===== config.mk =====
export PLATFORM = sky130hd
export DESIGN_NAME = reset_cause_recorder
export DESIGN_NICKNAME = d
export VERILOG_FILES = /design/src/logic/reset_cause_pkg.sv /design/src/logic/event_arbiter.sv /design/src/logic/reset_cause_recorder.sv
export VERILOG_INCLUDE_DIRS = /design/src /design/src/logic
export SDC_FILE = /design/constraint.sdc
export NUM_CORES = 1
export LEC_CHECK = 0
export BUFFER_PORTS_ARGS = -buffer_cell sky130_fd_sc_hd__buf_2
export CAP_MARGIN = 0
export CORE_MARGIN = 2
export CORE_UTILIZATION = 50
export DETAILED_ROUTE_END_ITERATION = 6
export GPL_ROUTABILITY_DRIVEN = 0
export GPL_TIMING_DRIVEN = 0
export PLACE_DENSITY_LB_ADDON = 0.12
export SYNTH_ARGS = -nofsm -noshare
export SYNTH_HDL_FRONTEND = slang
export SYNTH_HIERARCHICAL = 1
export SYNTH_SLANG_ARGS = --single-unit

===== constraint.sdc =====
create_clock -name clk -period 3.04 [get_ports clk]
set_input_delay 0.152 -clock clk [delete_from_list [all_inputs] [get_ports clk]]
set_output_delay 0.152 -clock clk [all_outputs]
set_load 0.01 [all_outputs]

===== src/logic/reset_cause_consts.svh =====
// Constants for the reset cause recorder: addresses, step sizes, stack depth, brown-out config value.
// Assumes inclusion by bare name from files under logic/.
// How it works
// - Only cause flags and stack state forced.
// - Watchdog wake resumes, no reset applied.
// - Power-on restarts at zero, sets three flags.
// - Reset instruction clears only its flag.
// - Brown-out sets three flags, clears brown-out flag.
// - Master clear in run mode sets TO.
// - Master clear in idle sets TO, clears PD.
// - Watchdog in run resets, clears TO.
// - Master clear at full power leaves flags alone, still resets.
// - Stack full resets when enabled, sets flag.
// - Stack underflow resets when enabled, sets flag.
// - Underflow without enable only sets flag.
// - Watchdog in sleep resumes, clears timeout, powerdown.
// - Interrupt wake clears PD, resumes next address.
// - Enabled interrupt wake loads matching vector.
// - Vectored wake pushes PC, advances pointer, holds it at 1F.
// - Interrupt wake leaves a source flag set.
// - Software brown-out enable reset value rule.
`ifndef RESET_CAUSE_CONSTS_SVH
`define RESET_CAUSE_CONSTS_SVH
`define RESTART_ADDR   21'h000000
`define HIGH_VECTOR    21'h000008
`define LOW_VECTOR     21'h000018
`define NEXT_INSN_STEP 21'h000002
`define STACK_STEP     5'h01
`define STACK_DEPTH    5'h1F
`define BROWNOUT_CFG_SW 2'h1
`endif


===== src/logic/reset_cause_pkg.sv =====
// Types shared by the reset cause recorder.
// Assumes nothing of its surroundings.
package reset_cause_pkg;
  typedef enum logic [1:0] {
    PM_FULL = 2'h0,
    PM_RUN  = 2'h1,
    PM_IDLE = 2'h2
  } power_mode_t;

  typedef struct packed {
    logic reset_instruction_flag;
    logic watchdog_timeout_flag;
    logic powerdown_flag;
    logic poweron_flag;
    logic brownout_flag;
    logic stack_full_flag;
    logic stack_underflow_flag;
  } cause_flags_t;

  typedef enum logic [3:0] {
    EV_NONE  = 4'h0,
    EV_POR   = 4'h1,
    EV_RSTI  = 4'h2,
    EV_BROWNOUT     = 4'h3,
    EV_MASTER_CLEAR = 4'h4,
    EV_WDT   = 4'h5,
    EV_STKF  = 4'h6,
    EV_STKU  = 4'h7,
    EV_INT   = 4'h8,
    EV_SWCLR = 4'h9
  } event_t;
endpackage : reset_cause_pkg


===== src/logic/event_arbiter.sv =====
// Picks the single event acted on this cycle, highest priority first.
// Assumes one-cycle event pulses synchronous to clk.
`timescale 1ns/1ps
`default_nettype none
module event_arbiter (
  input  wire logic                  por,
  input  wire logic                  brownout,
  input  wire logic                  master_clear,
  input  wire logic                  wdt,
  input  wire logic                  rst_insn,
  input  wire logic                  stk_full,
  input  wire logic                  stk_unf,
  input  wire logic                  int_wake,
  input  wire logic                  sw_rearm,
  output reset_cause_pkg::event_t    ev
);
  always_comb begin
    if (por)           ev = reset_cause_pkg::EV_POR;
    else if (brownout) ev = reset_cause_pkg::EV_BROWNOUT;
    else if (master_clear) ev = reset_cause_pkg::EV_MASTER_CLEAR;
    else if (wdt)      ev = reset_cause_pkg::EV_WDT;
    else if (stk_full) ev = reset_cause_pkg::EV_STKF;
    else if (stk_unf)  ev = reset_cause_pkg::EV_STKU;
    else if (rst_insn) ev = reset_cause_pkg::EV_RSTI;
    else if (int_wake) ev = reset_cause_pkg::EV_INT;
    else if (sw_rearm) ev = reset_cause_pkg::EV_SWCLR;
    else               ev = reset_cause_pkg::EV_NONE;
  end
endmodule : event_arbiter
`default_nettype wire


===== src/logic/reset_cause_recorder.sv =====
// Reset cause recorder: updates cause flags, restart address and stack push.
// Assumes event inputs are one-cycle pulses synchronous to clk.
`timescale 1ns/1ps
`default_nettype none
`include "reset_cause_consts.svh"
module reset_cause_recorder #(
  parameter int PC_W = 21,
  parameter int SP_W = 5
) (
  input  wire logic                         clk,
  input  wire logic                         srst,
  input  wire logic                         ce,
  input  wire logic                         por_event,
  input  wire logic                         brownout_event,
  input  wire logic                         master_clear_pin,
  input  wire logic                         wdt_timeout,
  input  wire logic                         reset_insn,
  input  wire logic                         stack_full_event,
  input  wire logic                         stack_underflow_event,
  input  wire logic                         int_wake,
  input  wire logic                         int_high_priority,
  input  wire reset_cause_pkg::power_mode_t power_mode,
  input  wire logic                         stack_error_reset_enable,
  input  wire logic                         high_priority_global_enable,
  input  wire logic                         low_priority_global_enable,
  input  wire logic [1:0]                   brownout_config_field,
  input  wire logic                         sbor_wr,
  input  wire logic                         sbor_wdata,
  input  wire logic                         flags_wr,
  input  wire reset_cause_pkg::cause_flags_t flags_wdata,
  input  wire logic [PC_W-1:0]              current_pc,
  output reset_cause_pkg::cause_flags_t     reset_cause_register,
  output logic                              software_brownout_enable,
  output logic [PC_W-1:0]                   next_pc,
  output logic                              pc_load,
  output logic                              device_reset,
  output logic                              tos_push,
  output logic [PC_W-1:0]                   top_of_stack,
  output logic [SP_W-1:0]                   stack_pointer_register,
  output logic                              wake_source_flag
);
  // ------------------------------------------------------------------
  // Event selection
  // ------------------------------------------------------------------
  reset_cause_pkg::event_t ev;
  event_arbiter u_arb (
    .por      (por_event),
    .brownout     (brownout_event),
    .master_clear (master_clear_pin),
    .wdt      (wdt_timeout),
    .rst_insn (reset_insn),
    .stk_full (stack_full_event),
    .stk_unf  (stack_underflow_event),
    .int_wake (int_wake),
    .sw_rearm (flags_wr),
    .ev       (ev)
  );

  // ------------------------------------------------------------------
  // State
  // ------------------------------------------------------------------
  reset_cause_pkg::cause_flags_t flags_q, flags_d;
  logic              sbor_q, sbor_d;
  logic [PC_W-1:0]   pc_q, pc_d;
  logic              load_q, load_d;
  logic              rst_q, rst_d;
  logic              push_q, push_d;
  logic [PC_W-1:0]   tos_q, tos_d;
  logic [SP_W-1:0]   sp_q, sp_d;
  logic              wsrc_q, wsrc_d;
  logic [PC_W-1:0]   pc_next_insn;
  logic              sleeping;

  assign pc_next_insn = current_pc + PC_W'(`NEXT_INSN_STEP);
  assign sleeping     = (power_mode == reset_cause_pkg::PM_IDLE);

  // ------------------------------------------------------------------
  // Next values
  // ------------------------------------------------------------------
  always_comb begin
    flags_d = flags_q;
    sbor_d  = sbor_q;
    pc_d    = pc_q;
    load_d  = 1'b0;
    rst_d   = 1'b0;
    push_d  = 1'b0;
    tos_d   = tos_q;
    sp_d    = sp_q;
    wsrc_d  = wsrc_q;
    // Other registers outside this block are neither cleared nor touched
    case (ev)
      reset_cause_pkg::EV_POR: begin
        flags_d = '{1'b1, 1'b1, 1'b1, 1'b0, 1'b0, 1'b0, 1'b0};
        pc_d    = PC_W'(`RESTART_ADDR);
        load_d  = 1'b1;
        rst_d   = 1'b1;
        sp_d    = '0;
        sbor_d  = 1'b1;
        wsrc_d  = 1'b0;
      end
      reset_cause_pkg::EV_BROWNOUT: begin
        flags_d.reset_instruction_flag = 1'b1;
        flags_d.watchdog_timeout_flag  = 1'b1;
        flags_d.powerdown_flag         = 1'b1;
        flags_d.brownout_flag          = 1'b0;
        pc_d   = PC_W'(`RESTART_ADDR);
        load_d = 1'b1;
        rst_d  = 1'b1;
        sbor_d = (brownout_config_field == `BROWNOUT_CFG_SW) && sbor_q;
      end
      reset_cause_pkg::EV_MASTER_CLEAR: begin
        if (power_mode == reset_cause_pkg::PM_RUN) begin
          flags_d.watchdog_timeout_flag = 1'b1;
        end else if (sleeping) begin
          flags_d.watchdog_timeout_flag = 1'b1;
          flags_d.powerdown_flag        = 1'b0;
        end
        // Full power leaves flags alone
        pc_d   = PC_W'(`RESTART_ADDR);
        load_d = 1'b1;
        rst_d  = 1'b1;
        sbor_d = (brownout_config_field == `BROWNOUT_CFG_SW) && sbor_q;
      end
      reset_cause_pkg::EV_WDT: begin
        flags_d.watchdog_timeout_flag = 1'b0;
        load_d = 1'b1;
        if (sleeping) begin
          flags_d.powerdown_flag = 1'b0;
          pc_d = pc_next_insn;
        end else begin
          pc_d   = PC_W'(`RESTART_ADDR);
          rst_d  = 1'b1;
          sbor_d = (brownout_config_field == `BROWNOUT_CFG_SW) && sbor_q;
        end
      end
      reset_cause_pkg::EV_STKF: begin
        if (stack_error_reset_enable) begin
          flags_d.stack_full_flag = 1'b1;
          pc_d   = PC_W'(`RESTART_ADDR);
          load_d = 1'b1;
          rst_d  = 1'b1;
          sbor_d = (brownout_config_field == `BROWNOUT_CFG_SW) && sbor_q;
        end else begin
          flags_d.stack_full_flag = 1'b1;
        end
      end
      reset_cause_pkg::EV_STKU: begin
        flags_d.stack_underflow_flag = 1'b1;
        if (stack_error_reset_enable) begin
          pc_d   = PC_W'(`RESTART_ADDR);
          load_d = 1'b1;
          rst_d  = 1'b1;
          sbor_d = (brownout_config_field == `BROWNOUT_CFG_SW) && sbor_q;
        end
      end
      reset_cause_pkg::EV_RSTI: begin
        flags_d.reset_instruction_flag = 1'b0;
        pc_d   = PC_W'(`RESTART_ADDR);
        load_d = 1'b1;
        rst_d  = 1'b1;
        sbor_d = (brownout_config_field == `BROWNOUT_CFG_SW) && sbor_q;
      end
      reset_cause_pkg::EV_INT: begin
        if (power_mode != reset_cause_pkg::PM_FULL) begin
          flags_d.powerdown_flag = 1'b0;
          wsrc_d = 1'b1;
          load_d = 1'b1;
          if (int_high_priority ? high_priority_global_enable
                                : low_priority_global_enable) begin
            pc_d = int_high_priority ? PC_W'(`HIGH_VECTOR)
                                     : PC_W'(`LOW_VECTOR);
            tos_d  = current_pc;
            push_d = 1'b1;
            if (sp_q != SP_W'(`STACK_DEPTH)) begin
              sp_d = sp_q + SP_W'(`STACK_STEP);
            end
          end else begin
            pc_d = pc_next_insn;
          end
        end
      end
      reset_cause_pkg::EV_SWCLR: begin
        flags_d = flags_wdata;
        wsrc_d  = 1'b0;
      end
      default: begin
        flags_d = flags_q;
      end
    endcase
    if (sbor_wr && ev == reset_cause_pkg::EV_NONE) begin
      sbor_d = sbor_wdata;
    end
  end

  // ------------------------------------------------------------------
  // Registers
  // ------------------------------------------------------------------
  always_ff @(posedge clk) begin
    if (srst) begin
      flags_q <= '{1'b1, 1'b1, 1'b1, 1'b0, 1'b0, 1'b0, 1'b0};
      sbor_q  <= 1'b1;
      pc_q    <= PC_W'(`RESTART_ADDR);
      load_q  <= 1'b0;
      rst_q   <= 1'b0;
      push_q  <= 1'b0;
      tos_q   <= '0;
      sp_q    <= '0;
      wsrc_q  <= 1'b0;
    end else if (ce) begin
      flags_q <= flags_d;
      sbor_q  <= sbor_d;
      pc_q    <= pc_d;
      load_q  <= load_d;
      rst_q   <= rst_d;
      push_q  <= push_d;
      tos_q   <= tos_d;
      sp_q    <= sp_d;
      wsrc_q  <= wsrc_d;
    end
  end

  assign reset_cause_register     = flags_q;
  assign software_brownout_enable = sbor_q;
  assign next_pc                  = pc_q;
  assign pc_load                  = load_q;
  assign device_reset             = rst_q;
  assign tos_push                 = push_q;
  assign top_of_stack             = tos_q;
  assign stack_pointer_register   = sp_q;
  assign wake_source_flag         = wsrc_q;
endmodule : reset_cause_recorder
`default_nettype wire


==> results_dict.tcl <==
set metrics [dict create \
    outcome "complete, no violations" \
    critPathTopFamily "compound AO/OA/AOI/OAI gates" \
    drtPass1Iterations 5 \
    slew_headroom 0.346 \
    switching_share 0.262 \
    path_class "in2reg" \
    ant_nets 0 \
    arrival_ns 2.83 \
    max_stage_delay_ns 0.79 \
    synth_cell_types 53 \
    leakage_nw 1.66 \
    syn_area_um2 3060 \
    grt_setup_unrepaired "false" \
    core_um2 5920 \
    postSynthNetCount 451 \
    antenna_found_initial 0 \
    n_antenna_cell 0 \
    slowest_stage "o31ai_1" \
    top_usage_layer "met2" \
    vias 3323 \
    max_cap_violations 0 \
    start_util 0.516 \
    ys_seq_area_frac 0.386 \
    p_seq_frac 0.454 \
    use_met2 0.405 \
    crit_path_end_kind "flop" \
    drt-total-wl_mm 8.58 \
    cts_repair_resize_count 0 \
    required_ns 3.30 \
    p_per_area_nw_per_um2 446 \
    min_from "current_pc[0]" \
    cp-startpoint "reset_insn" \
    clk-insertion-delay-late_ns 0.33 \
    htreeDepth 3 \
    fin_nets 569 \
    min_path_type "in2reg" \
    drc 0 \
    r2r_cells 8 \
    avgSynthCellArea_um2 7.74 \
    pwr-share-clk 0.423 \
    ys.flop_type "dfxtp_1" \
    tightestPinTransition_ns 0.973 \
    crit_end "next_pc[16]$_SDFFE_PP0P_" \
    die_y_um 82.2 \
    ys_ff_latch 59 \
    ys_async_sr_fraction 0 \
    r2r_setup_slack_ns 1.01 \
    critPathMostFrequentCell "buf_2" \
    post-cts-setup-buffers 0 \
    p_int_mw 1.28 \
    hold_viol_final 0 \
    hold_buffers 0 \
    grt_util_met1 0.351 \
    pwr-share-comb 0.123 \
    setup_viol 0 \
    r2r_start "stack_pointer_register[0]$_SDFFE_PP0P_" \
    r2r-end "stack_pointer_register[3]$_SDFFE_PP0P_" \
    max_freq_mhz 389 \
    path_cells "buf_2 -> nor2_1 -> a211oi_1 -> o31ai_1 -> buf_2 -> inv_1 -> a41oi_1 -> and3_1 -> clkbuf_1 -> nand3_1 -> a21oi_1" \
    final_util 0.657 \
    cp-start-kind "input pin" \
    cts_buffer_depth 2 \
    fin_crit_sh 0.845 \
    drv_slew 0 \
    tritoncts.num_buffers 9 \
    drive_above_1_share 0.267 \
    clk_pin_slew_ns 0.07 \
    period_needed_ns 2.57 \
    synth_edf_count 0 \
    worstPathMaxFanout 10 \
    peakVddDrop_v 0.000341 \
    rows 28 \
    gr-total-overflow 0 \
    use_met3 0.0457 \
    via_per_inst 5.61 \
    grt_pass1_wl_mm 13.6 \
    post-dp-hpwl_mm 6.34 \
    grt_pass1_vias 2954 \
    cp_num_buf_inv 4 \
    io_pins 109 \
    path_depth 11 \
    port_buffers 107 \
    drtIter0Drc 187 \
    grt_max_degree 11 \
    yosys_warnings 6 \
    wire_per_inst_um 14.5 \
    die_x_um 82.2 \
    die-area_um2 6760 \
    final.setup_skew_ns 0.000162 \
    area_growth_pct 27.2 \
    track_usage 0.259 \
    clockRootBuffer "clkbuf_8" \
    tritoncts "built" \
    switchingPower_mw 0.455 \
    synthCells 395 \
    cts.sinks 59 \
    fin_setup_tns_ns 0 \
]
-- cell type report --
type                       instances  area, um^2
tap                               75        93.8
fill                             535        2030
clock buffer                      11         151
buffer                            24         111
multi-input combinational        304        1740
timing repair buffer             107         536
inverter                           8        30.0
sequential                        59        1180
clock inverter                     4        50.0
-- power groups by stage --
stage,registers (mW),logic (mW),clock network [mW]
4_1_cts,0.788,0.212,0.742
5_1_grt,0.788,0.235,0.774
3_5_place_dp,0.805,0.211,0
2_1_floorplan,0.809,0.116,0
3_3_place_gp,0.805,0.207,0
6_report,0.788,0.214,0.734
-- how the worst min path moves through the flow --
| stage | to | slack, ns | cells after the start |
|---|---|---|---|
| after CTS | top_of_stack[20]$_SDFFE_PP0P_ | 0.07 | 3 |
| after floorplan | top_of_stack[0]$_SDFFE_PP0P_ | 0.29 | 2 |
| after global placement | top_of_stack[0]$_SDFFE_PP0P_ | 0.42 | 3 |
| final | top_of_stack[0]$_SDFFE_PP0P_ | 0.08 | 3 |
| after global routing | top_of_stack[0]$_SDFFE_PP0P_ | 0.09 | 3 |
| after detailed placement | top_of_stack[0]$_SDFFE_PP0P_ | 0.43 | 3 |
-- kinds of logic after synthesis --
family	synth area share
simple gates	0.309
xor+xnor	0.0516
compound gates	0.169
flops	0.386
fa+ha+maj	0.0278
buf+inv	0.0462
mux	0.0102
-- synth_stat cells (all sizes together) (7+ instances only) --
cell type  count  share of area
nand2         77          0.095
dfxtp         59           0.39
a21oi         53          0.087
nand3         30          0.049
nor2          25          0.033
clkbuf        15          0.018
xor2          12          0.034
o21ai         11          0.018
buf            9          0.018
nand3b         9          0.022
inv            8         0.0098
and3           7          0.014
nor3           7          0.011
nor4           7          0.016
-- sequential cells by signal (all words and copies together) (netlist names) --
name,count
tos_push,1
wake_source_flag,1
pc_load,1
reset_cause_register,7
next_pc,21
software_brownout_enable,1
device_reset,1
stack_pointer_register,5
top_of_stack,21
-- metal layers --
| layer | vias up | part of all wire |
|---|---|---|
| li1 | 1619 | - |
| met1 | 1554 | 0.46 |
| met2 | 136 | 0.46 |
| met3 | 14 | 0.071 |
| met4 | 0 | 0.012 |
| met5 | - | 0 |
-- cells in the final DEF, fill, tap and decap left out, types with 6 or more instances in the layout --
cell type	synthesis	final
nor3_1	7	7
clkbuf_1	15	15
a21oi_1	53	53
dfxtp_1	59	59
nor2b_1	6	6
nand3b_1	9	9
and3_1	7	7
nor4_1	6	6
nor2_1	24	24
nand3_1	30	30
ha_1	6	6
inv_1	8	8
clkbuf_8	0	11
nand2_1	77	77
o31ai_1	6	6
xor2_1	12	12
xnor2_1	6	6
buf_2	5	112
o21ai_0	11	11
-- stage by stage --
step	hold slack, ns	total power, mW	area (um^2)	instances	setup slack (ns)
floorplan	0.288	0.925	3060	395	0.804
global placement	0.420	1.01	3690	577	0.252
detailed placement	0.426	1.02	3690	577	0.157
CTS	0.0715	1.74	3890	592	0.486
global route	0.0858	1.80	3890	592	0.128
finish	0.0782	1.74	3890	592	0.471
-- tightest hold or removal path, stage by stage --
cell	delay [ns]
buf_2	0.11
nand2_1	0.05
a21oi_1	0.05
No activity file was read; power rests on OpenSTA's default activity.
